## src/scf_map.svh

```systemverilog
// constants, register map and character codes of the serial command front end
//
// Contract
// - station number 00..15 held in a register, used as own Modbus address
// - SCPI lines must start with an addr prefix naming this station to be accepted
// - Modbus frames to station 00 are executed by all, never answered
// - echo on: each accepted command is sent back before any reply data
// - echo off: commands pass straight through, nothing echoed
// - echo setting honoured only under SCPI, ignored under Modbus
// - auto mode: each finished test result is sent without a query
// - query mode: results leave only as replies to the host's query
// - auto/query result selection honoured only under SCPI
// - one selectable bit rate: 1200, 9600, 38400, 57600 or 115200 baud
// - serial activity locks the local keypad
`ifndef SCF_MAP_SVH
`define SCF_MAP_SVH

`define SCF_CLK_HZ 40000000
`define SCF_BAUD_1200 1200
`define SCF_BAUD_9600 9600
`define SCF_BAUD_38400 38400
`define SCF_BAUD_57600 57600
`define SCF_BAUD_115200 115200
`define SCF_SEL_1200 3'h0
`define SCF_SEL_9600 3'h1
`define SCF_SEL_38400 3'h2
`define SCF_SEL_57600 3'h3
`define SCF_SEL_115200 3'h4

`define SCF_REG_CTRL 4'h0
`define SCF_REG_STAT 4'h4
`define SCF_CTRL_STN_LSB 0
`define SCF_CTRL_STN_MSB 3
`define SCF_CTRL_MODBUS 4
`define SCF_CTRL_ECHO 5
`define SCF_CTRL_AUTO 6
`define SCF_CTRL_BAUD_LSB 7
`define SCF_CTRL_BAUD_MSB 9
`define SCF_STAT_LOCK 0
`define SCF_STAT_BCAST 1
`define SCF_STAT_LVL_LSB 2
`define SCF_STAT_LVL_MSB 5

`define SCF_RST_STATION 4'h1
`define SCF_RST_BAUD 3'h1
`define SCF_BCAST_ADDR 8'h00

`define SCF_SILENCE_BITS 6'h23
`define SCF_TX_DEPTH 8
`define SCF_TX_MARGIN 4'h5
`define SCF_FRAME_BITS 4'h9

`define SCF_CH_LF 8'h0a
`define SCF_CH_SP 8'h20
`define SCF_CH_SEMI 8'h3b
`define SCF_CH_0 8'h30
`define SCF_CH_9 8'h39
`define SCF_CH_A 8'h61
`define SCF_CH_D 8'h64
`define SCF_CH_R 8'h72
`define SCF_CASE_BIT 8'h20

`endif

```

## src/scf_pkg.sv

```systemverilog
// state types of the serial command front end
package scf_pkg;

  typedef enum logic [1:0] {
    SCF_RX_IDLE = 2'b00,
    SCF_RX_START = 2'b01,
    SCF_RX_DATA = 2'b10,
    SCF_RX_STOP = 2'b11
  } scf_rx_type;

  typedef enum logic [2:0] {
    SCF_PS_HEAD = 3'b000,
    SCF_PS_TAG = 3'b001,
    SCF_PS_SPACE = 3'b010,
    SCF_PS_NUM = 3'b011,
    SCF_PS_PASS = 3'b100,
    SCF_PS_SKIP = 3'b101
  } scf_parse_type;

  typedef enum logic [1:0] {
    SCF_OWN_IDLE = 2'b00,
    SCF_OWN_REPLY = 2'b01,
    SCF_OWN_RESULT = 2'b10
  } scf_own_type;

endpackage
```

## src/scf_fifo.sv

```systemverilog
// small synchronous fifo with valid/ready on both sides
`timescale 1ns/1ps
module scf_fifo #(
  parameter int WIDTH = 8,
  parameter int DEPTH = 8
) (
  input wire logic clock, // system clock
  input wire logic nrst, // async reset, active low
  input wire logic in_valid, // write request
  output logic in_ready, // space available
  input wire logic [WIDTH-1:0] in_data, // write data
  output logic out_valid, // data available
  input wire logic out_ready, // read request
  output logic [WIDTH-1:0] out_data, // head word
  output logic [$clog2(DEPTH):0] level // words held
);
  localparam int AW = $clog2(DEPTH);
  logic [WIDTH-1:0] mem [DEPTH];
  logic [AW-1:0] wr_q;
  logic [AW-1:0] rd_q;
  logic [AW:0] cnt_q;
  logic push;
  logic pop;

  assign in_ready = (cnt_q != (AW+1)'(DEPTH));
  assign out_valid = (cnt_q != '0);
  assign out_data = mem[rd_q];
  assign level = cnt_q;
  assign push = in_valid & in_ready;
  assign pop = out_valid & out_ready;

  always_ff @(posedge clock) begin
    if (push) begin
      mem[wr_q] <= in_data;
    end
  end

  always_ff @(posedge clock or negedge nrst) begin
    if (!nrst) begin
      wr_q <= '0;
      rd_q <= '0;
      cnt_q <= '0;
    end else begin
      if (push) begin
        wr_q <= (wr_q == AW'(DEPTH - 1)) ? '0 : wr_q + 1'b1;
      end
      if (pop) begin
        rd_q <= (rd_q == AW'(DEPTH - 1)) ? '0 : rd_q + 1'b1;
      end
      cnt_q <= cnt_q + (AW+1)'(push) - (AW+1)'(pop);
    end
  end
endmodule

```

## src/scf_front.sv

```systemverilog
// serial command front end: uart, station filter, echo, result push and register port
`timescale 1ns/1ps
`include "scf_map.svh"
module scf_front #(
  parameter int BIT_1200 = `SCF_CLK_HZ / `SCF_BAUD_1200,
  parameter int BIT_9600 = `SCF_CLK_HZ / `SCF_BAUD_9600
) (
  input wire logic clock, // 40 MHz system clock
  input wire logic nrst, // async reset, active low
  input wire logic [3:0] reg_addr, // register byte address
  input wire logic [15:0] reg_wdata, // register write data
  input wire logic reg_wr, // write strobe
  input wire logic reg_rd, // read strobe
  output logic [15:0] reg_rdata_q, // read data, cycle after reg_rd
  input wire logic rx, // serial line from host
  output logic tx_q, // serial line to host
  output logic cmd_valid_q, // accepted command byte
  output logic [7:0] cmd_data_q, // command byte
  output logic cmd_end_q, // end of accepted command or frame
  output logic bcast_q, // current modbus frame is a broadcast
  input wire logic reply_valid, // reply byte from command engine
  input wire logic [7:0] reply_data, // reply byte
  output logic reply_ready_q, // reply byte taken this cycle if valid
  input wire logic res_valid, // test result byte
  input wire logic [7:0] res_data, // result byte
  output logic res_ready_q, // result byte taken this cycle if valid
  output logic keypad_lock_q // local keypad locked
);
  localparam int DW = $clog2(`SCF_TX_DEPTH);
  localparam logic [15:0] LEN_1200 = 16'(BIT_1200);
  localparam logic [15:0] LEN_9600 = 16'(BIT_9600);
  localparam logic [15:0] LEN_38400 = 16'(`SCF_CLK_HZ / `SCF_BAUD_38400);
  localparam logic [15:0] LEN_57600 = 16'(`SCF_CLK_HZ / `SCF_BAUD_57600);
  localparam logic [15:0] LEN_115200 = 16'(`SCF_CLK_HZ / `SCF_BAUD_115200);

  logic [3:0] station_q;
  logic modbus_q;
  logic echo_en_q;
  logic auto_q;
  logic [2:0] baud_q;
  logic [15:0] bit_len;
  scf_pkg::scf_rx_type rx_st_q;
  logic [15:0] rx_cnt_q;
  logic [2:0] rx_bit_q;
  logic [7:0] rx_sh_q;
  logic rx_stb_q;
  logic [7:0] rx_byte_q;
  logic [15:0] tick_cnt_q;
  logic [5:0] quiet_q;
  logic in_frame_q;
  logic acc_q;
  logic frame_end;
  logic acc_now;
  scf_pkg::scf_parse_type ps_q;
  logic [1:0] tag_q;
  logic [6:0] num_q;
  logic [7:0] low_byte;
  logic is_digit;
  logic is_lf;
  logic fwd;
  logic echo_pend_q;
  logic [7:0] echo_byte_q;
  logic echo_busy_q;
  scf_pkg::scf_own_type own_q;
  logic gnt_q;
  logic push_rep;
  logic push_res;
  logic push_echo;
  logic push_valid;
  logic [7:0] push_data;
  logic drop_rep;
  logic drop_res;
  logic room;
  logic fifo_in_ready;
  logic fifo_out_valid;
  logic [7:0] fifo_out_data;
  logic [DW:0] fifo_level;
  logic tx_busy_q;
  logic [8:0] tx_sh_q;
  logic [15:0] tx_cnt_q;
  logic [3:0] tx_bits_q;

  always_comb begin
    case (baud_q)
      `SCF_SEL_1200: bit_len = LEN_1200;
      `SCF_SEL_9600: bit_len = LEN_9600;
      `SCF_SEL_38400: bit_len = LEN_38400;
      `SCF_SEL_57600: bit_len = LEN_57600;
      `SCF_SEL_115200: bit_len = LEN_115200;
      default: bit_len = LEN_9600;
    endcase
  end

  // configuration register
  always_ff @(posedge clock or negedge nrst) begin
    if (!nrst) begin
      station_q <= `SCF_RST_STATION;
      modbus_q <= 1'b0;
      echo_en_q <= 1'b0;
      auto_q <= 1'b0;
      baud_q <= `SCF_RST_BAUD;
    end else if (reg_wr && reg_addr == `SCF_REG_CTRL) begin
      station_q <= reg_wdata[`SCF_CTRL_STN_MSB:`SCF_CTRL_STN_LSB];
      modbus_q <= reg_wdata[`SCF_CTRL_MODBUS];
      echo_en_q <= reg_wdata[`SCF_CTRL_ECHO];
      auto_q <= reg_wdata[`SCF_CTRL_AUTO];
      baud_q <= reg_wdata[`SCF_CTRL_BAUD_MSB:`SCF_CTRL_BAUD_LSB];
    end
  end

  // activity on the line wins over a software clear in the same cycle
  always_ff @(posedge clock or negedge nrst) begin
    if (!nrst) begin
      keypad_lock_q <= 1'b0;
    end else if (!rx) begin
      keypad_lock_q <= 1'b1;
    end else if (reg_wr && reg_addr == `SCF_REG_STAT && reg_wdata[`SCF_STAT_LOCK]) begin
      keypad_lock_q <= 1'b0;
    end
  end

  always_ff @(posedge clock or negedge nrst) begin
    if (!nrst) begin
      reg_rdata_q <= '0;
    end else if (reg_rd) begin
      reg_rdata_q <= '0;
      if (reg_addr == `SCF_REG_CTRL) begin
        reg_rdata_q[`SCF_CTRL_STN_MSB:`SCF_CTRL_STN_LSB] <= station_q;
        reg_rdata_q[`SCF_CTRL_MODBUS] <= modbus_q;
        reg_rdata_q[`SCF_CTRL_ECHO] <= echo_en_q;
        reg_rdata_q[`SCF_CTRL_AUTO] <= auto_q;
        reg_rdata_q[`SCF_CTRL_BAUD_MSB:`SCF_CTRL_BAUD_LSB] <= baud_q;
      end else if (reg_addr == `SCF_REG_STAT) begin
        reg_rdata_q[`SCF_STAT_LOCK] <= keypad_lock_q;
        reg_rdata_q[`SCF_STAT_BCAST] <= bcast_q;
        reg_rdata_q[`SCF_STAT_LVL_MSB:`SCF_STAT_LVL_LSB] <= fifo_level;
      end
    end
  end

  // receiver: samples each bit at its middle; 8 data bits, no parity, 1 stop
  always_ff @(posedge clock or negedge nrst) begin
    if (!nrst) begin
      rx_st_q <= scf_pkg::SCF_RX_IDLE;
      rx_cnt_q <= '0;
      rx_bit_q <= '0;
      rx_sh_q <= '0;
      rx_stb_q <= 1'b0;
      rx_byte_q <= '0;
    end else begin
      rx_stb_q <= 1'b0;
      case (rx_st_q)
        scf_pkg::SCF_RX_IDLE: begin
          if (!rx) begin
            rx_st_q <= scf_pkg::SCF_RX_START;
            rx_cnt_q <= bit_len >> 1;
          end
        end
        scf_pkg::SCF_RX_START: begin
          if (rx_cnt_q == '0) begin
            rx_st_q <= rx ? scf_pkg::SCF_RX_IDLE : scf_pkg::SCF_RX_DATA;
            rx_cnt_q <= bit_len - 16'h0001;
            rx_bit_q <= '0;
          end else begin
            rx_cnt_q <= rx_cnt_q - 16'h0001;
          end
        end
        scf_pkg::SCF_RX_DATA: begin
          if (rx_cnt_q == '0) begin
            rx_sh_q <= {rx, rx_sh_q[7:1]};
            rx_cnt_q <= bit_len - 16'h0001;
            rx_bit_q <= rx_bit_q + 3'h1;
            if (rx_bit_q == 3'h7) begin
              rx_st_q <= scf_pkg::SCF_RX_STOP;
            end
          end else begin
            rx_cnt_q <= rx_cnt_q - 16'h0001;
          end
        end
        scf_pkg::SCF_RX_STOP: begin
          if (rx_cnt_q == '0) begin
            rx_st_q <= scf_pkg::SCF_RX_IDLE;
            rx_stb_q <= rx; // a low stop bit drops the byte
            rx_byte_q <= rx_sh_q;
          end else begin
            rx_cnt_q <= rx_cnt_q - 16'h0001;
          end
        end
        default: rx_st_q <= scf_pkg::SCF_RX_IDLE;
      endcase
    end
  end

  // bit-rate tick enable times the modbus inter-frame silence
  always_ff @(posedge clock or negedge nrst) begin
    if (!nrst) begin
      tick_cnt_q <= '0;
      quiet_q <= '0;
    end else begin
      tick_cnt_q <= (tick_cnt_q == '0) ? bit_len - 16'h0001 : tick_cnt_q - 16'h0001;
      if (!rx || rx_st_q != scf_pkg::SCF_RX_IDLE) begin
        quiet_q <= '0;
      end else if (tick_cnt_q == '0 && quiet_q != `SCF_SILENCE_BITS) begin
        quiet_q <= quiet_q + 6'h01;
      end
    end
  end

  assign frame_end = in_frame_q && quiet_q == `SCF_SILENCE_BITS;
  assign acc_now = rx_byte_q == {4'h0, station_q} || rx_byte_q == `SCF_BCAST_ADDR;

  always_ff @(posedge clock or negedge nrst) begin
    if (!nrst) begin
      in_frame_q <= 1'b0;
      acc_q <= 1'b0;
      bcast_q <= 1'b0;
    end else if (modbus_q && rx_stb_q && !in_frame_q) begin
      in_frame_q <= 1'b1;
      acc_q <= acc_now;
      bcast_q <= rx_byte_q == `SCF_BCAST_ADDR;
    end else if (frame_end || !modbus_q) begin
      in_frame_q <= 1'b0;
      if (!modbus_q) begin
        bcast_q <= 1'b0;
      end
    end
  end

  // scpi line parser: "addr NN;" must lead every line
  assign low_byte = rx_byte_q | `SCF_CASE_BIT;
  assign is_digit = rx_byte_q >= `SCF_CH_0 && rx_byte_q <= `SCF_CH_9;
  assign is_lf = rx_byte_q == `SCF_CH_LF;

  always_ff @(posedge clock or negedge nrst) begin
    if (!nrst) begin
      ps_q <= scf_pkg::SCF_PS_HEAD;
      tag_q <= '0;
      num_q <= '0;
    end else if (modbus_q) begin
      ps_q <= scf_pkg::SCF_PS_HEAD;
    end else if (rx_stb_q) begin
      if (is_lf) begin
        ps_q <= scf_pkg::SCF_PS_HEAD;
      end else begin
        case (ps_q)
          scf_pkg::SCF_PS_HEAD: begin
            ps_q <= (low_byte == `SCF_CH_A) ? scf_pkg::SCF_PS_TAG : scf_pkg::SCF_PS_SKIP;
            tag_q <= '0;
          end
          scf_pkg::SCF_PS_TAG: begin
            tag_q <= tag_q + 2'h1;
            if (low_byte != ((tag_q == 2'h2) ? `SCF_CH_R : `SCF_CH_D)) begin
              ps_q <= scf_pkg::SCF_PS_SKIP;
            end else if (tag_q == 2'h2) begin
              ps_q <= scf_pkg::SCF_PS_SPACE;
            end
          end
          scf_pkg::SCF_PS_SPACE: begin
            num_q <= 7'(rx_byte_q - `SCF_CH_0);
            if (is_digit) begin
              ps_q <= scf_pkg::SCF_PS_NUM;
            end else if (rx_byte_q != `SCF_CH_SP) begin
              ps_q <= scf_pkg::SCF_PS_SKIP;
            end
          end
          scf_pkg::SCF_PS_NUM: begin
            if (is_digit && num_q < 7'h0a) begin
              num_q <= 7'(num_q * 7'h0a + 7'(rx_byte_q - `SCF_CH_0));
            end else if (rx_byte_q == `SCF_CH_SEMI && num_q == {3'h0, station_q}) begin
              ps_q <= scf_pkg::SCF_PS_PASS;
            end else begin
              ps_q <= scf_pkg::SCF_PS_SKIP;
            end
          end
          scf_pkg::SCF_PS_PASS: ps_q <= scf_pkg::SCF_PS_PASS;
          scf_pkg::SCF_PS_SKIP: ps_q <= scf_pkg::SCF_PS_SKIP;
          default: ps_q <= scf_pkg::SCF_PS_SKIP;
        endcase
      end
    end
  end

  always_comb begin
    if (modbus_q) begin
      fwd = rx_stb_q && (in_frame_q ? acc_q : acc_now);
    end else begin
      fwd = rx_stb_q && ps_q == scf_pkg::SCF_PS_PASS;
    end
  end

  always_ff @(posedge clock or negedge nrst) begin
    if (!nrst) begin
      cmd_valid_q <= 1'b0;
      cmd_data_q <= '0;
      cmd_end_q <= 1'b0;
    end else begin
      cmd_valid_q <= fwd;
      cmd_data_q <= rx_byte_q;
      cmd_end_q <= modbus_q ? (frame_end && acc_q) : (fwd && is_lf);
    end
  end

  // echo holds replies back until the command's line feed is queued
  always_ff @(posedge clock or negedge nrst) begin
    if (!nrst) begin
      echo_pend_q <= 1'b0;
      echo_byte_q <= '0;
      echo_busy_q <= 1'b0;
    end else begin
      if (fwd && echo_en_q && !modbus_q) begin
        echo_pend_q <= 1'b1;
        echo_byte_q <= rx_byte_q;
        echo_busy_q <= 1'b1;
      end else if (push_echo) begin
        echo_pend_q <= 1'b0;
        if (echo_byte_q == `SCF_CH_LF) begin
          echo_busy_q <= 1'b0;
        end
      end
      if (modbus_q) begin
        echo_pend_q <= 1'b0;
        echo_busy_q <= 1'b0;
      end
    end
  end

  // transmit side: replies, pushed results and echo share one fifo; replies and results go one line at a time, echo bytes fill free cycles
  assign drop_rep = modbus_q && bcast_q;
  assign drop_res = modbus_q || !auto_q;
  assign push_rep = reply_valid && reply_ready_q && !drop_rep;
  assign push_res = res_valid && res_ready_q && !drop_res;
  assign push_echo = echo_pend_q && !push_rep && !push_res && fifo_in_ready;
  assign push_valid = push_rep || push_res || push_echo;
  assign push_data = push_rep ? reply_data : (push_res ? res_data : echo_byte_q);
  // ready is registered, so keep enough slack for the cycle it lags by
  assign room = fifo_level < `SCF_TX_MARGIN;

  always_ff @(posedge clock or negedge nrst) begin
    if (!nrst) begin
      own_q <= scf_pkg::SCF_OWN_IDLE;
      gnt_q <= 1'b0;
      reply_ready_q <= 1'b0;
      res_ready_q <= 1'b0;
    end else begin
      gnt_q <= !gnt_q;
      if (push_rep) begin
        own_q <= (reply_data == `SCF_CH_LF) ? scf_pkg::SCF_OWN_IDLE : scf_pkg::SCF_OWN_REPLY;
      end else if (push_res) begin
        own_q <= (res_data == `SCF_CH_LF) ? scf_pkg::SCF_OWN_IDLE : scf_pkg::SCF_OWN_RESULT;
      end
      reply_ready_q <= drop_rep || (room && !echo_busy_q && (own_q == scf_pkg::SCF_OWN_REPLY ||
                       (own_q == scf_pkg::SCF_OWN_IDLE && !gnt_q && !push_res)));
      res_ready_q <= drop_res || (room && (own_q == scf_pkg::SCF_OWN_RESULT ||
                     (own_q == scf_pkg::SCF_OWN_IDLE && gnt_q && !push_rep)));
    end
  end

  scf_fifo #(
    .WIDTH(8),
    .DEPTH(`SCF_TX_DEPTH)
  ) u_tx_fifo (
    .clock(clock),
    .nrst(nrst),
    .in_valid(push_valid),
    .in_ready(fifo_in_ready),
    .in_data(push_data),
    .out_valid(fifo_out_valid),
    .out_ready(!tx_busy_q),
    .out_data(fifo_out_data),
    .level(fifo_level)
  );

  // transmitter: start bit, 8 data bits lsb first, stop bit
  always_ff @(posedge clock or negedge nrst) begin
    if (!nrst) begin
      tx_q <= 1'b1;
      tx_busy_q <= 1'b0;
      tx_sh_q <= '1;
      tx_cnt_q <= '0;
      tx_bits_q <= '0;
    end else if (!tx_busy_q) begin
      if (fifo_out_valid) begin
        tx_q <= 1'b0;
        tx_busy_q <= 1'b1;
        tx_sh_q <= {1'b1, fifo_out_data};
        tx_cnt_q <= bit_len - 16'h0001;
        tx_bits_q <= `SCF_FRAME_BITS;
      end
    end else if (tx_cnt_q != '0) begin
      tx_cnt_q <= tx_cnt_q - 16'h0001;
    end else if (tx_bits_q == '0) begin
      tx_busy_q <= 1'b0;
    end else begin
      tx_q <= tx_sh_q[0];
      tx_sh_q <= {1'b1, tx_sh_q[8:1]};
      tx_bits_q <= tx_bits_q - 4'h1;
      tx_cnt_q <= bit_len - 16'h0001;
    end
  end
endmodule

```

## config.mk

```make
export PLATFORM = sky130hd
export DESIGN_NAME = scf_front
export DESIGN_NICKNAME = d
export VERILOG_FILES = /design/src/scf_pkg.sv /design/src/scf_fifo.sv /design/src/scf_front.sv
export VERILOG_INCLUDE_DIRS = /design/src /design/src/src
export SDC_FILE = /design/constraint.sdc
export NUM_CORES = 1
export LEC_CHECK = 0
export ABC_CLOCK_PERIOD_IN_PS = 3000
export BUFFER_PORTS_ARGS = -buffer_cell sky130_fd_sc_hd__clkbuf_2
export CAP_MARGIN = 10
export CORE_MARGIN = 2
export CORE_UTILIZATION = 24
export CTS_CLUSTER_SIZE = 30
export DETAILED_ROUTE_END_ITERATION = 7
export SLEW_MARGIN = 0
export SYNTH_ARGS = -nofsm -noshare
export SYNTH_HDL_FRONTEND = slang
export SYNTH_HIERARCHICAL = 1
export SYNTH_SLANG_ARGS = --single-unit
```

## constraint.sdc

```tcl
create_clock -name clock -period 3 [get_ports clock]
set_input_delay 0.6 -clock clock [delete_from_list [all_inputs] [get_ports clock]]
set_output_delay 0.6 -clock clock [all_outputs]
set_load 0.02 [all_outputs]
```

# --- Word-level counts from Yosys, hierarchy flattened ---
# Memories as Yosys holds them, arrays and structs flattened.
# Index checks and enable logic that the tools add are counted.
word_totals:
  word_cells: 280
  register_bits: 162
  mem_bits_rw: 64
  n_memories: 1
  in_bits: 43
  out_inout_bits: 31
op_classes:
  bitwise: 4
  reduce_logical: 87
  addsub: 14
  n_mul: 1
  n_lt_le_gt_ge: 4
  n_eq_ne: 45
  muxes: 85
mem_list:
  columns: ["name", "words", "word_bits", "read_ports", "rd_clocked_by_memory_dff", "write_ports", "line_no", "rtl"]
  rows:
  - ["u_tx_fifo.mem", 8, 8, 1, 0, 1, "scf_fifo.sv:18", "logic [WIDTH-1:0] mem [DEPTH];"]
ops:
  columns: ["op", "n"]
  rows:
  - ["$mux W16", 8]
  - ["$pmux W16 S4", 1]
  - ["$sub A16 B1 Y16 const B", 4]
  - ["$pmux W16 S3", 1]
  - ["$mux W3", 13]
  - ["$mux W9", 4]
  - ["$eq A8 B4 Y1 const B", 4]
  - ["$logic_not A16 Y1", 2]
  - ["$logic_and A1 B1 Y1", 31]
  - ["$mux W1", 31]
  - ["$mux W6", 4]
  - ["$mux W4", 5]
  - ["$mux W2", 9]
  - ["$ne A2 B2 Y1 const B", 9]
  - ["$reduce_bool A2 Y1", 9]
  - ["$mux W8", 2]
  - ["$reduce_bool A16 Y1", 1]
  - ["$eq A3 B3 Y1 const B", 5]
  - ["$pmux W3 S5", 1]
  - ["$pmux W7 S2", 1]
  - ["$eq A3 B2 Y1 const B", 4]
  - ["$reduce_and A2 Y1", 6]
  - ["$logic_not A1 Y1", 11]
  - ["$logic_or A1 B1 Y1", 10]
  - ["other kinds (46)", 64]

# --- Longest topological paths before layout ---
depth:
  depth_word: 11
  depth_mapped: 12
  mapped_depth_nobuf: 12

# --- Hierarchy ---
# The synthesis kept the hierarchy.
by_module_without_submodules:
  columns: ["mod", "seq_area_each_um2", "area_each_um2", "n_inst", "cells_per_inst"]
  rows:
  - ["scf_front", 3792.4, 8338.0, 1, 871]
  - ["scf_fifo", 2172.1, 3091.7, 1, 149]

# --- Least setup slack after synthesis ---
# No wires, ideal clock.
synth_path:
  path_kind: "input-to-reg"
  startpoint: "in res_valid"
  endpoint: "mem u_tx_fifo.mem[0][0] (enable)"
  path_buffers: 1
  required_ns: 2.605
  arrival_ns: 2.164
  slack_ns: 0.441
  setup_time_ns: 0.395
  stages: 5
  path_cell_list: "nand3_1 clkbuf_1 nand3_1 nand2_2 nor4_1"
synth_via:
  elab_chain_len: 9
  word_cells_on_any_way: 10
  classes_between: "mux (2); bitwise (1); reduce/logical (7)"
synth_rtl:
  columns: ["item", "line_no", "rtl"]
  rows:
  - ["start: declaration", "scf_front.sv:24", "input wire logic res_valid,"]
  - ["$logic_and A1 B1 Y1 (*) (2 in a row)", "scf_front.sv:331", "assign push_res = res_valid && res_ready_q && !drop_res;"]
  - ["$logic_not A1 Y1", "scf_front.sv:332", "assign push_echo = echo_pend_q && !push_rep && !push_res && fifo_in_ready;"]
  - ["$logic_and A1 B1 Y1 (2 in a row)", "scf_front.sv:332", null]
  - ["$logic_or A1 B1 Y1 (*)", "scf_front.sv:333", "assign push_valid = push_rep || push_res || push_echo;"]
  - ["via push_valid", "scf_front.sv:69", "logic push_valid;"]
  - ["$and A1 B1 Y1 (*)", "scf_fifo.sv:29", "assign push = in_valid & in_ready;"]
  - ["$mux W1 (*)", "scf_fifo.sv:33", "if (push) begin"]
  - ["$mux W1 (implied by the code) (*)", "scf_fifo.sv:34", "mem[wr_q] <= in_data;"]
  - ["end: declaration", "scf_fifo.sv:18", null]
# Mark *: on every way through the listed nets, which the timed path passes. The rest lies on a longest branch.

# --- Final worst setup path ---
layout_path:
  startpoint: "reg rx_cnt_q[3]"
  endpoint: "reg rx_cnt_q[2]"
layout_via:
  elab_chain_len: 3
  word_cells_on_any_way: 5
  classes_between: "eq/ne (1); mux (2); reduce/logical (2)"
layout_rtl:
  columns: ["item", "line_no", "rtl"]
  rows:
  - ["start: declaration", "scf_front.sv:43", "logic [15:0] rx_cnt_q;"]
  - ["start signal: assignment", "scf_front.sv:156", "rx_cnt_q <= bit_len >> 1;"]
  - ["start signal: assignment", "scf_front.sv:162", "rx_cnt_q <= bit_len - 16'h0001;"]
  - ["start signal: assignment", "scf_front.sv:165", "rx_cnt_q <= rx_cnt_q - 16'h0001;"]
  - ["$logic_not A16 Y1 (*)", "scf_front.sv:160, scf_front.sv:169, scf_front.sv:181", null]
  - ["$mux W16 / $ne A2 B2 Y1 (equally long branches)", null, null]
  - ["$pmux W16 S3 / $reduce_and A2 Y1 (equally long branches)", null, null]
# Every way passes the cells marked *; elsewhere a longest branch is shown, timed or not.
# A chain may end at the register's enable or synchronous reset.

==> metrics.txt <==
status=finished clean; DR pass1 iterations=6; critical path class=register to register; top cell type's share of synthesized area=32.8%; Die X=222 µm; setup repair after global routing missed its margin=false; total wire length=28000 µm; Clk pin slew, worst setup/hold paths=60 ps; Max Fclk=362 MHz; commonest cells after routing, fill and taps aside=dfrtp_1 (150), nand2_1 (90), nor2_1 (71); Setup crit start kind=register; Final setup viols=0; EDFF count, synth=64; PD cells=about 760 nW/µm²; Seq/Total Area, Yosys=a little over half; Port Buf Inserts=61; GR Overflow Total=0; post-layout util=28.8%; Slew Limit Fails=0; CP arrival=3160 ps; PnR worst setup slack=236 ps; via count=~8200; # fillers=4757; Post-DRT Antenna Nets=0; setup TNS=0 ps; CTS root buffer=clkbuf_16; number of placed I/O pins=74; Crit path required time=3390 ps; GP Congestion=about 0.83; leakage power=0.00568 µW; clk_skew=10.3 ps; vias in the first global route=approximately 8200; Critical Path Start=rx_cnt_q[3]; synth warn=6; Worst-Margin Slew=972 ps; Layout Nets=1183; Hold-fix buffers, CTS=0; crit path max fanout=11; most area-consuming cells after synthesis=dfrtp_1 (33%), edfxtp_1 (17%), ha_1 (4.3%); postcts setup bufs=0; Worst R2R End=rx_cnt_q[2]; dpl hpwl=~20000 µm; row cnt=79; pre-CTS WS=233 ps; H-Tree Level Count=1; initial antenna violation count=0; TritonCTS clock tree=done; Worst-Skew Late Latency=roughly 520 ps; Slew headroom=35.2%; Worst setup EP type=register; core area=46800 µm²; Initial Util=around a quarter; Max Cap Viol=0; most common cell after layout, fill and taps aside=dfrtp_1; Cell Area, Synth=11400 µm²; biggest area consumer among synthesized cells=dfrtp_1; maximum vdd drop=435 µV; min Tclk post-route=2760 ps; initial DRC count=approximately 610; Netlist cell types=75; global-route wire length before repair=45400 µm; DR vias/cell=4.74; pin count of the biggest net entering global routing=53; Cell Count, Final, Fillers Out=1725; DIE AREA=49400 µm²; Hold Path Class=primary input to async pin; syn avg cell area=11.2 µm²; clk buf depth=3; async set-reset flop share out of synthesis=a little over 70%; Layout area overhead=17.8%; post-synthesis register bit count=between 200 and 250; post-synthesis cell count=a little over 1000; ant diodes=0; share of cells above drive strength 1=20.4%; Final Cycle Share=92.1%; area taken by multi-input logic gates=5070 µm²; Setup crit end=rx_cnt_q[2]; Fin. Hold Viols=0; GRT Resource Usage Total=11.3%; cell count after placement=between 1500 and 2000; Routed wire per std cell=about 16 µm; CTS sink count=225; FF-to-FF Start=rx_cnt_q[3]; CTS buffer count=27; residual DRC count=0; Most used DFF post-synth=dfrtp_1; Worst R2R Path Depth=7; post-cts resize count=0; register area=5960 µm²; Reg2Reg Setup Slack=240 ps; Die Ht=around 220 µm
worst min-delay path by stage:
stage | to | slack (ps)
after detailed placement | gnt_q | 430
after global placement | gnt_q | 420
after floorplan | async pin | 300
after CTS | cmd_data_q[4] | 40
final | cmd_data_q[0] | 30
after global routing | cmd_data_q[0] | 50
state kept, by name, indices dropped and copies added, names as in the netlist, 2 cells and up, named ones only:
name and flops:
u_tx_fifo/wr_q 3, tag_q 2, baud_q 3, rx_bit_q 3, tx_bits_q 4, own_q 2, u_tx_fifo/level 4, tx_sh_q 8
reg_rdata_q 10, rx_cnt_q 16, tick_cnt_q 16, station_q 4, u_tx_fifo/mem 64, echo_byte_q 8, ps_q 3, u_tx_fifo/rd_q 3
rx_byte_q 8, rx_sh_q 8, num_q 7, quiet_q 6, tx_cnt_q 16, cmd_data_q 8
per-stage QoR:
step	instance area [µm²]	total power (µW)	hold WS (ps)
2_1_floorplan	11400	6040	304
3_3_place_gp	12500	6730	420
3_5_place_dp	12500	6840	430
4_1_cts	13500	10200	35.6
5_1_grt	13500	10800	53.3
6_report	13500	10200	27.7
power breakdown:
group          internal, µW  switching [µW]  total [µW]
sequential             3700             510        4210
clock                  2070            1270        3340
combinational          1070            1540        2610
kinds of logic after synthesis:
logic type / count (synthesis) / synth area share, %
fa+ha+maj: 42 / 4.79
other cells: 1 / 0.0328
simple gates: 315 / 13.9
compound gates: 214 / 11.8
mux: 84 / 10.2
flops: 225 / 52.2
xor+xnor: 44 / 3.37
buf+inv: 95 / 3.74
cell type report:
class / count / share of cell area (%)
Sequential cell: 225 / 44.3
Multi-Input combinational cell: 705 / 37.7
Tap cell: 607 / 5.64
Clock buffer: 36 / 5.49
Inverter: 46 / 1.28
Clock inverter: 13 / 1.27
Timing Repair Buffer: 93 / 4.29
worst max-delay path, stage by stage (launching register included):
cell and delay [ps]:
dfrtp_1 440, or4_1 660, or3_1 590, o31ai_4 430, buf_4 250, nor3_1 60, a21oi_1 130, nand3_1 90
routing by layer:
layer | vias up | part of all wire, % | GRT usage [%]
li1 | 3893 | - | -
met1 | 4010 | 46 | 15.7
met2 | 227 | 47 | 18.8
met3 | 38 | 5.4 | 1.49
met4 | 0 | 1.5 | 2.35
met5 | - | 0 | 0
synth_stat cells (5+ instances only):
library cell,count
dfrtp_1,150
nand2_1,90
nor2_1,71
o21ai_0,69
edfxtp_1,64
a21oi_1,60
inv_1,43
mux2_2,41
ha_1,39
clkbuf_1,31
xnor2_1,29
nor3_1,27
nand3_1,25
mux2i_1,19
nor4_1,17
xor2_1,15
or3_1,13
dfstp_2,11
nand2b_1,9
o31ai_1,9
a21o_1,8
mux2_4,8
mux4_1,8
mux4_2,8
nor2b_1,8
a22o_1,7
a31oi_1,7
buf_4,7
nor4b_1,7
or3b_2,7
a22oi_1,6
a31o_2,6
nand4_1,6
and2_1,5
buf_2,5
or4_1,5
Note: power is estimated with default switching activity, not from simulation.
